===== src/logic/uer_pkg.sv =====
package uer_pkg;
    // Timing, in the units printed
    localparam int CLK_HZ = 20000000;
    localparam int PING_US = 500;
    localparam int TICK_US = 10;
    localparam int PAUSE_MS = 500;
    // Cycle counts derived from the clock rate
    localparam int PING_CYC = PING_US * (CLK_HZ / 1000000);
    localparam int TICK_CYC = TICK_US * (CLK_HZ / 1000000);
    localparam int PAUSE_CYC = PAUSE_MS * (CLK_HZ / 1000);
    // Count layout and distance conversion
    localparam int CNT_W = 16;
    localparam int DIST_MUL = 10;
    localparam int DIST_DIV = 74;
    localparam logic [15:0] CNT_RST = 16'h0000;
endpackage


===== src/logic/uer_ranger.sv =====
`timescale 1ns/1ps
module uer_ranger
    import uer_pkg::*;
#(
    parameter int PING_CYCLES = PING_CYC,
    parameter int TICK_CYCLES = TICK_CYC,
    parameter int PAUSE_CYCLES = PAUSE_CYC
) (
    // Clock and reset
    input wire logic clk,
    input wire logic rst_n,
    // Front end pins
    output logic tx_enable,
    input wire logic echo_detect_n,
    // Calibration, signed count offset
    input wire logic [15:0] cal_offset,
    // Result
    output logic [15:0] echo_count,
    output logic [15:0] round_trip_in,
    output logic [15:0] one_way_in,
    output logic result_valid,
    output logic timed_out
);
    // ------------------------------------------------------------
    // Pin synchroniser
    // ------------------------------------------------------------
    logic [2:0] det_sync;
    logic det_state;
    // Change accepted only once stages two and three agree
    wire det_agree = (det_sync[1] == det_sync[2]);
    wire next_det = det_agree ? det_sync[2] : det_state;
    wire det_rise = next_det && !det_state;
    wire det_fall = !next_det && det_state;
    always_ff @(posedge clk or negedge rst_n) begin
        if (!rst_n) begin
            det_sync <= 3'h7;
            det_state <= 1'b1;
        end else begin
            det_sync <= {det_sync[1:0], echo_detect_n};
            det_state <= next_det;
        end
    end

    // ------------------------------------------------------------
    // Sequencer
    // ------------------------------------------------------------
    typedef enum logic [2:0] {
        S_PING, S_ARM, S_TIME, S_DONE, S_PAUSE
    } uer_state_t;
    uer_state_t state, next_state;
    logic [31:0] timer;
    logic [CNT_W-1:0] count;
    logic [31:0] next_timer;
    logic [CNT_W-1:0] next_count;
    logic fail, next_fail;

    wire tick = (timer == 32'(TICK_CYCLES - 1));
    // Overflow of the counter ends either wait
    wire cnt_full = (count == {CNT_W{1'b1}});
    always_comb begin
        next_state = state;
        next_timer = timer + 32'h1;
        next_count = count;
        next_fail = fail;
        case (state)
            S_PING: begin
                if (timer == 32'(PING_CYCLES - 1)) begin
                    next_state = S_ARM;
                    next_timer = 32'h0;
                    next_count = CNT_RST;
                    next_fail = 1'b0;
                end
            end
            S_ARM: begin
                if (tick) begin
                    next_timer = 32'h0;
                    next_count = count + 16'h1;
                end
                if (det_rise) begin
                    next_state = S_TIME;
                    next_timer = 32'h0;
                    next_count = CNT_RST;
                end else if (tick && cnt_full) begin
                    next_state = S_DONE;
                    next_fail = 1'b1;
                end
            end
            S_TIME: begin
                if (tick) begin
                    next_timer = 32'h0;
                    next_count = count + 16'h1;
                end
                if (det_fall) begin
                    next_state = S_DONE;
                    next_count = count;
                end else if (tick && cnt_full) begin
                    next_state = S_DONE;
                    next_fail = 1'b1;
                end
            end
            S_DONE: begin
                next_state = S_PAUSE;
                next_timer = 32'h0;
            end
            S_PAUSE: begin
                if (timer == 32'(PAUSE_CYCLES - 1)) begin
                    next_state = S_PING;
                    next_timer = 32'h0;
                end
            end
            default: begin
                next_state = S_PAUSE;
                next_timer = 32'h0;
            end
        endcase
    end

    // Reset lands in the pause so the line is low before the first ping
    always_ff @(posedge clk or negedge rst_n) begin
        if (!rst_n) begin
            state <= S_PAUSE;
            timer <= 32'h0;
            count <= CNT_RST;
            fail <= 1'b0;
        end else begin
            state <= next_state;
            timer <= next_timer;
            count <= next_count;
            fail <= next_fail;
        end
    end

    // ------------------------------------------------------------
    // Conversion and outputs
    // ------------------------------------------------------------
    wire [CNT_W-1:0] rep_count = fail ? CNT_RST : count;
    // Signed sum, so a negative offset on a short count cannot wrap
    wire signed [15:0] offset_s = signed'(cal_offset);
    wire signed [31:0] sum = signed'(32'(rep_count)) + 32'(offset_s);
    wire signed [31:0] trip = (sum * DIST_MUL) / DIST_DIV;
    wire next_tx = (next_state == S_PING);
    wire done = (state == S_DONE);
    always_ff @(posedge clk or negedge rst_n) begin
        if (!rst_n) begin
            tx_enable <= 1'b0;
            echo_count <= CNT_RST;
            round_trip_in <= 16'h0000;
            one_way_in <= 16'h0000;
            result_valid <= 1'b0;
            timed_out <= 1'b0;
        end else begin
            tx_enable <= next_tx;
            result_valid <= done;
            if (done) begin
                echo_count <= rep_count;
                round_trip_in <= trip[15:0];
                one_way_in <= trip[16:1];
                timed_out <= fail;
            end
        end
    end

    // ------------------------------------------------------------
    // Checks
    // ------------------------------------------------------------
    // Pulse length counter; a repetition cannot span a full ping
    logic [31:0] tx_run;
    always_ff @(posedge clk or negedge rst_n) begin
        if (!rst_n) begin
            tx_run <= 32'h0;
        end else begin
            tx_run <= tx_enable ? tx_run + 32'h1 : 32'h0;
        end
    end

    a_ping_width: assert property (@(posedge clk) disable iff (!rst_n)
        $rose(tx_enable) |-> tx_enable [*8])
        else $error("transmit pulse too short");
    a_ping_length: assert property (@(posedge clk) disable iff (!rst_n)
        $fell(tx_enable) |-> tx_run == 32'(PING_CYCLES))
        else $error("transmit pulse length wrong");
    a_tx_only_ping: assert property (@(posedge clk) disable iff (!rst_n)
        tx_enable |-> (state == S_PING))
        else $error("transmit enable outside ping");
    a_timeout_zero: assert property (@(posedge clk) disable iff (!rst_n)
        (result_valid && timed_out) |-> echo_count == 16'h0000)
        else $error("timeout did not report zero");
    a_rise_starts: assert property (@(posedge clk) disable iff (!rst_n)
        (state == S_ARM && det_rise) |=> (state == S_TIME && count == CNT_RST))
        else $error("rising edge did not start timing");
    a_fall_stops: assert property (@(posedge clk) disable iff (!rst_n)
        (state == S_TIME && det_fall) |=> state == S_DONE)
        else $error("falling edge did not stop timing");
    a_report_once: assert property (@(posedge clk) disable iff (!rst_n)
        result_valid |=> !result_valid ##1 !tx_enable)
        else $error("report not a single pulse");
    a_count_step: assert property (@(posedge clk) disable iff (!rst_n)
        (state == S_TIME && !det_fall && !cnt_full)
        |=> count == $past(count) + 16'($past(tick)))
        else $error("count did not follow the tick");
    a_no_tx_pause: assert property (@(posedge clk) disable iff (!rst_n)
        (state == S_PAUSE) |-> !tx_enable)
        else $error("transmit during pause");
    a_oneway_half: assert property (@(posedge clk) disable iff (!rst_n)
        result_valid |-> one_way_in == {round_trip_in[15], round_trip_in[15:1]})
        else $error("one way not half of round trip");
    c_echo: cover property (@(posedge clk) disable iff (!rst_n)
        result_valid && !timed_out);
    c_timeout: cover property (@(posedge clk) disable iff (!rst_n)
        result_valid && timed_out);
    c_repeat: cover property (@(posedge clk) disable iff (!rst_n)
        state == S_PAUSE ##1 state == S_PING);
    c_rise_arm: cover property (@(posedge clk) disable iff (!rst_n)
        state == S_ARM && det_rise);
endmodule


===== config.mk =====
export PLATFORM = sky130hd
export DESIGN_NAME = uer_ranger
export DESIGN_NICKNAME = d
export VERILOG_FILES = /design/src/logic/uer_pkg.sv /design/src/logic/uer_ranger.sv
export SDC_FILE = /design/constraint.sdc
export NUM_CORES = 1
export LEC_CHECK = 0
export ABC_CLOCK_PERIOD_IN_PS = 42300
export BUFFER_PORTS_ARGS = -buffer_cell sky130_fd_sc_hd__buf_4
export CAP_MARGIN = 10
export CORE_ASPECT_RATIO = 0.5
export CORE_MARGIN = 1.5
export CORE_UTILIZATION = 60
export CTS_BUF_LIST = sky130_fd_sc_hd__clkbuf_2
export DETAILED_ROUTE_END_ITERATION = 6
export PLACE_DENSITY = 0.8
export SLEW_MARGIN = 10
export SYNTH_ARGS = -nofsm -noshare
export SYNTH_HDL_FRONTEND = slang
export SYNTH_SLANG_ARGS = --single-unit

===== constraint.sdc =====
create_clock -name clk -period 42.3 [get_ports clk]
set_clock_uncertainty 0.2 [all_clocks]
set_input_delay 4.23 -clock clk [delete_from_list [all_inputs] [get_ports clk]]
set_output_delay 4.23 -clock clk [all_outputs]
set_load 0.02 [all_outputs]

## Word level (Yosys, flattened, before mapping)

Index checks and enable logic that the tools add are counted.
W data, S select, Z words.

| operators by class | value |
|---|---|
| divide/modulo/power cells | 1 |
| eq/ne operators | 12 |
| reduce and logical (&&, ||, !) cells | 10 |
| multiply operators | 1 |
| muxes and demuxes | 23 |
| add/subtract/negate cells | 3 |

Operators with widths:

| operator | count |
|---|---|
| $mux W32 | 4 |
| $pmux W32 S4 | 1 |
| $mux W16 | 5 |
| $pmux W16 S3 | 1 |
| $add A32 B1 Y32 const B | 1 |
| $div A32 B8 Y32 const B | 1 |
| $eq A32 B14 Y1 const B | 1 |
| $eq A32 B24 Y1 const B | 1 |
| $eq A32 B8 Y1 const B | 1 |
| $mul A18 B4 Y22 const B | 1 |
| $add A17 B16 Y18 | 1 |
| $add A16 B1 Y16 const B | 1 |
| $eq A16 B16 Y1 const B | 1 |
| $mux W3 | 5 |
| $pmux W3 S4 | 1 |
| $eq A3 B2 Y1 const B | 2 |
| $logic_not A3 Y1 | 2 |
| $ne A2 B2 Y1 const B | 3 |
| $mux W1 | 5 |
| $reduce_and A4 Y1 | 1 |
| $eq A3 B1 Y1 const B | 1 |
| $eq A3 B3 Y1 const B | 1 |
| $logic_and A1 B1 Y1 | 3 |
| $pmux W1 S3 | 1 |
| other kinds (4) | 5 |

| word-level totals | value |
|---|---|
| register bits | 107 |
| output and inout bits | 51 |
| input bits | 19 |
| word-level logic and storage cells | 62 |

## Depth between registers and ports, before layout

Gate-level depths: netlist of the first run.

| logic depth | value |
|---|---|
| depth after elaboration | 7 |
| gate-level depth with buffers | 106 |
| gate-level depth less buffers | 89 |

## Least setup slack after synthesis of the first run

OpenSTA, ideal clock, no wires.

| path | value |
|---|---|
| path kind | input-to-reg |
| start point | in cal_offset[1] |
| end point | reg round_trip_in[14] |
| setup slack | 16.407 ns |
| arrival time | 25.558 ns |
| data required time | 41.965 ns |
| setup time | 0.135 ns |
| buffers on the path | 7 |
| stages on the path | 93 |
| path through | ha_1 a21o_1 and4_1 or3_1 nand2_1 o21ai_0 a21oi_1 o21bai_1 a21oi_1 nor2b_1 o21a_1 o21ai_0 nand2b_1 a21oi_1 xnor2_1 inv_1 ha_1 ha_1 [... 57 more ...] o311a_1 o21bai_1 or2_0 a21bo_1 or4b_1 or3_4 nand2b_1 o311ai_0 a221o_1 a21oi_2 or2_2 inv_2 ha_1 inv_1 or3_1 o41ai_1 xnor2_1 o21ai_0 |

| on the way | value |
|---|---|
| word-level cells in the longest chain between the ends | 3 |

Ends and longest elaborated chain:

| element | RTL line | RTL |
|---|---|---|
| start: declaration | uer_ranger.sv:16 | `input wire logic [15:0] cal_offset,` |
| $add A17 B16 Y18 | uer_ranger.sv:139 | `wire signed [31:0] sum = signed'(32'(rep_count)) + 32'(offset_s);` |
| $mul A18 B4 Y22 | uer_ranger.sv:140 | `wire signed [31:0] trip = (sum * DIST_MUL) / DIST_DIV;` |
| $div A32 B8 Y32 | uer_ranger.sv:140 |  |
| end signal: assignment | uer_ranger.sv:156 | `round_trip_in <= trip[15:0];` |
| end: declaration | uer_ranger.sv:19 | `output logic [15:0] round_trip_in,` |

Every way passes these cells.
A chain may end at the register's enable or synchronous reset.

## Final worst setup path of the first run

Same ends and word-level chain as after synthesis.

==> results of run 1 <==
==> per-stage QoR <==
stage / instances / instance area, um^2
3_3_place_gp: 2821 / 18500
6_report: 2838 / 18600
3_5_place_dp: 2821 / 18500
5_1_grt: 2838 / 18600
2_1_floorplan: 2451 / 17900
4_1_cts: 2837 / 18600
==> layer usage <==
metal	track usage	routed length (um)	vias up
li1	-	-	9294
met1	0.544	26800	9234
met2	0.552	24800	1084
met3	0.0618	5870	97
met4	0.0906	1160	0
met5	0	0	-
==> cells in the mapped netlist, types with 37 or more instances <==
| master | n | share of area |
|---|---|---|
| a211oi_1 | 37 | 0.016 |
| a21oi_1 | 158 | 0.044 |
| a31oi_1 | 45 | 0.016 |
| and3_1 | 40 | 0.014 |
| clkbuf_1 | 58 | 0.012 |
| dfrtp_1 | 87 | 0.12 |
| ha_1 | 55 | 0.038 |
| inv_1 | 48 | 0.010 |
| nand2_1 | 256 | 0.054 |
| nand3_1 | 91 | 0.025 |
| nor2_1 | 239 | 0.050 |
| nor3_1 | 80 | 0.022 |
| o211ai_1 | 47 | 0.020 |
| o21ai_0 | 105 | 0.029 |
| or3_1 | 49 | 0.017 |
| xnor2_1 | 161 | 0.079 |
| xor2_1 | 61 | 0.030 |
==> cells by family (layout without fill, tap and decap cells) <==
| group | count (synthesis) | in the layout | synth area share |
|---|---|---|---|
| simple gates | 1037 | 1037 | 0.298 |
| compound gates | 814 | 814 | 0.343 |
| xor+xnor | 227 | 227 | 0.113 |
| buf+inv | 170 | 165 | 0.0447 |
| flops | 92 | 92 | 0.129 |
| fa+ha+maj | 59 | 59 | 0.0418 |
| mux | 52 | 52 | 0.0306 |
| other cells | 0 | 1 | 0 |
==> state kept, by name, summed over array words and instances (netlist names), 2 cells and up <==
signal and flops:
echo_count 16, timer 32, one_way_in 2, count 16, round_trip_in 15, det_sync 3
state 3
==> worst paths after layout <==
| check | depth (start not counted) | to |
|---|---|---|
| worst min-delay path | 0 | det_sync[1] |
| worst max register to register | 91 | round_trip_in[14] |
| max in group asynchronous | 2 | timer[27] |
| worst max-delay path | 91 | round_trip_in[14] |
| worst min register to register | 0 | det_sync[1] |
| min in group asynchronous | 1 | timer[11] |
==> cell usage in the layout, fill, tap and decap left out, drive strengths merged, types with 55 or more instances in the layout <==
cell   netlist  routed
xnor2      166     166
nand3       93      93
buf         60      97
nand2      257     257
xor2        61      61
nor3        87      87
o21ai      143     143
inv         51      55
a21oi      165     165
nor2       243     243
ha          55      55
dfrtp       87      87
==> final cells by class <==
class / count / area [um^2]
inverters: 52 / 195
clock buffers: 9 / 45.0
repair buffers: 97 / 728
flip-flops and latches: 92 / 2310
fillers: 2691 / 10500
well taps: 391 / 489
multi-input cells: 2189 / 14800
clock inverters: 7 / 86.3
diodes: 1 / 2.50
==> out/qor.csv, run 1 <==
metric;value;unit
cp_top_family;compound AO/OA/AOI/OAI gates;
cts_setup_buffers;0;
ant_nets;0;
syn_area_per_cell;7.30;um^2
cp_data_required_time;42660;ps
num_rows;44;
initial_core_util;0.613;
io_pins;70;
startpoint;cal_offset[1];
place.gp.congestion;1.02;
grt_pass1_wl;93900;um
worst_slew_pin_slew;1120;ps
max_stage_delay;990;ps
antenna_found_initial;1;
die_w;247;um
max_slew_margin;0.248;
postCtsHoldBufs;0;
worst_setup_path_end_kind;flip-flop;
crit_path_start_kind;input port;
cts_max_level;3;
clock_path_buffers;2;
cp_num_buf_inv;7;
clockRootBuffer;clkbuf_2;
post-route-util;0.639;
slew_violations;0;
fin_crit;31600;ps
avgRoutedWirePerCell;20.7;um
die_y;125;um
routed_wl;58600;um
layout-area-overhead-vs-synth;4.25;%
arrival;31960;ps
grt_max_degree;55;
critical_path.max_fanout;33;
synthArstFlopShare;1.00;
coreArea;29200;um^2
via_per_inst;6.94;
vias;19709;
post-dp-hpwl;45800;um
clock_latency;640;ps
cts_resized;0;
min_period_over_period;0.747;
drtPass1Iterations;7;
overflow;0;
cts_buffers;9;
drc;5;
violations;design-rule violations;
hold_slack;175;ps
fin_setup_tns;0;ps
port_buffers;69;
cts.sinks;92;
synthCells;2451;
rsz0062_at_grt;false;
cpMaxStageDelayCell;nor2_1;
fmax;31.6;MHz
yosys_most_used_dff;dfrtp_1;
post-place-ws;10920;ps
cts_tree;done;
hold_path_startpoint;det_sync[0];
synthesis.nets;2527;
r2r_slack;13360;ps
min-delay-path-class;reg2reg;
seq_area_frac_synth;0.129;
synth-edff-count;0;
worst_slack;10700;ps
ys_warn_count;0;
nets;2517;
status;finished, violations left;
grt_pass1_vias;17543;
cts.clk_slew.worst_paths;320;ps
path_class;in2reg;
grt_usage;0.368;
maxCapViolations;0;
r2r-start;fail;
final-hold-violation-count;0;
die-area;30900;um^2
drt_iter0_markers;2017;
ys_ff_latch;92;
synth_area;17900;um^2
setup_viol;0;
synth_cell_type_count;141;
final_layout_size_suffix_gt1_frac;0.113;
Power of run 1 is left out: the tool's default activity adds up to more than one toggle a clock period on the data nets, which glitch-free logic cannot reach.
==> inputs of run 2 (changes only) <==
--- a/config.mk
+++ b/config.mk
@@ -5,7 +5,7 @@
 export SDC_FILE = /design/constraint.sdc
 export NUM_CORES = 1
 export LEC_CHECK = 0
-export ABC_CLOCK_PERIOD_IN_PS = 42300
+export ABC_CLOCK_PERIOD_IN_PS = 32299
 export BUFFER_PORTS_ARGS = -buffer_cell sky130_fd_sc_hd__buf_4
 export CAP_MARGIN = 10
 export CORE_ASPECT_RATIO = 0.5
==> constraint.sdc (replaced) <==
create_clock -name clk -period 32.3 [get_ports clk]
set_clock_uncertainty 0.2 [all_clocks]
set_input_delay 3.23 -clock clk [delete_from_list [all_inputs] [get_ports clk]]
set_output_delay 3.23 -clock clk [all_outputs]
set_load 0.02 [all_outputs]
==> run 2 against run 1 <==
The flow still finishes with violations (design-rule violations). Routed wire length down 1.3%. Via count up 0.98%. Sequential share of layout area about the same. Cell area down 0.20%. Clock-buffer cell count unchanged.
==> out/qor.csv, run 2 (synthesis gave the netlist of run 1 again) <==
metric;value;unit;change
final_cell_mix;256 x nand2_1, 236 x nor2_1, 160 x xnor2_1, 158 x a21oi_1, 105 x o21ai_0;;
die-area;30900;um^2;unchanged
drt_iter0_markers;2343;;+16%
die_w;247;um;unchanged
largestRegisters;timer (32), count (16), echo_count (16);;
clockRootBuffer;clkbuf_2;;
maxCapViolations;0;;unchanged
cts_setup_buffers;0;;unchanged
largest_reg_flops;32;;unchanged
io_pins;70;;unchanged
antenna_found_initial;3;;+2
cp_num_buf_inv;5;;-2
initial_core_util;0.613;;unchanged
overflow;0;;unchanged
rsz0062_at_grt;false;;
grt_usage;0.361;;-0.00701
arrival;30790;ps;-1170 ps
cts_buffers;9;;unchanged
max_slew_margin;0.143;;-0.104
cts.clk_slew.worst_paths;320;ps;about the same
grt_pass1_vias;17453;;-0.51%
clock_path_buffers;2;;unchanged
fin_setup_tns;0;ps;unchanged
cp_data_required_time;32670;ps;-9990 ps
ant_nets;0;;unchanged
setup_viol;0;;unchanged
final_layout_size_suffix_gt1_frac;0.112;;-0.00104
critical_path.max_fanout;33;;unchanged
cts.sinks;92;;unchanged
coreArea;29200;um^2;unchanged
slew_violations;0;;unchanged
clock_latency;660;ps;+20 ps
grt_max_degree;61;;+11%
place.gp.congestion;1.02;;+0.34%
status;finished, violations left;;
num_rows;44;;unchanged
cts_max_level;3;;unchanged
vias;19902;;+0.98%
routed_wl;57800;um;-1.3%
min_period_over_period;0.942;;
port_buffers;69;;unchanged
cp_top_family;compound AO/OA/AOI/OAI gates;;
post-dp-hpwl;45000;um;-1.8%
cts_tree;done;;
fin_crit;30410;ps;
die_y;125;um;unchanged
nets;2513;;-0.16%
n_fill_cell;2702;;+0.41%
layout-area-overhead-vs-synth;4.04;%;
grt_pass1_wl;91900;um;-2.2%
path_class;in2reg;;
largest-register;timer;;
avgRoutedWirePerCell;20.4;um;-1.2%
cpMostUsedCell;nand2_1;;
r2r_slack;3550;ps;-9810 ps
fmax;32.9;MHz;
crit_path_start_kind;input port;;
max_stage_delay;960;ps;-30 ps
min-delay-path-class;reg2reg;;
worst_setup_path_end_kind;flip-flop;;
drc;25;;+20
cpMaxStageDelayCell;a21oi_2;;
final-hold-violation-count;0;;unchanged
violations;design-rule violations;;
drtPass1Iterations;7;;unchanged
via_per_inst;7.02;;+1.1%
worst_slew_pin_slew;1280;ps;+155 ps
final_common_cell;nand2_1;;
-- run 2: what timing repair did --
item / 4_1_cts / 5_1_grt
setup endpoints to repair: 0 / 4
hold buffers: 0 / 0
gates resized for setup: 0 / 1
-- run 2: worst register-to-register path: cells and delay by family (launching register included) --
kind,cells,cell delay (ps)
simple gates,23,6360
compound gates,47,16440
buf+inv,4,840
flops,1,810
fa+ha+maj,4,1270
mux,4,1440
xor+xnor,5,1310
-- run 2: final cells by class --
type	count	area (um^2)	share of cell area
clock buffers	9	45.0	0.00242
flip-flops and latches	92	2310	0.124
diodes	1	2.50	0.000134
multi-input cells	2189	14800	0.795
repair buffers	93	698	0.0375
inverters	52	195	0.0105
well taps	391	489	0.0263
clock inverters	7	76.3	0.00410
-- run 2: final timing paths --
check	startpoint	end	depth (start not counted)
worst max-delay path	cal_offset[1]	round_trip_in[14]	87
worst min-delay path	det_sync[0]	det_sync[1]	0
worst max register to register	fail	round_trip_in[14]	87
worst min register to register	det_sync[0]	det_sync[1]	0
max in group asynchronous	rst_n	count[14]	2
min in group asynchronous	rst_n	timer[12]	1
-- run 2: stage by stage --
stage,cells,setup WS (ps),hold slack [ps],instance area [um^2],util
6_report,2834,1890,188,18600,0.638
5_1_grt,2834,55.3,193,18600,0.638
4_1_cts,2833,2350,194,18600,0.638
3_5_place_dp,2817,1670,156,18500,0.634
3_3_place_gp,2817,2020,146,18500,0.634
2_1_floorplan,2451,7410,145,17900,-
-- run 2: layer usage --
layer | vias to the layer above | global-route usage | part of all wire
met2 | 1186 | 0.531 | 0.42
met4 | 2 | 0.111 | 0.026
met5 | - | 0 | 0.00019
met3 | 149 | 0.0698 | 0.11
met1 | 9248 | 0.529 | 0.45
li1 | 9317 | - | -
Power of run 2 is left out for the same reason.
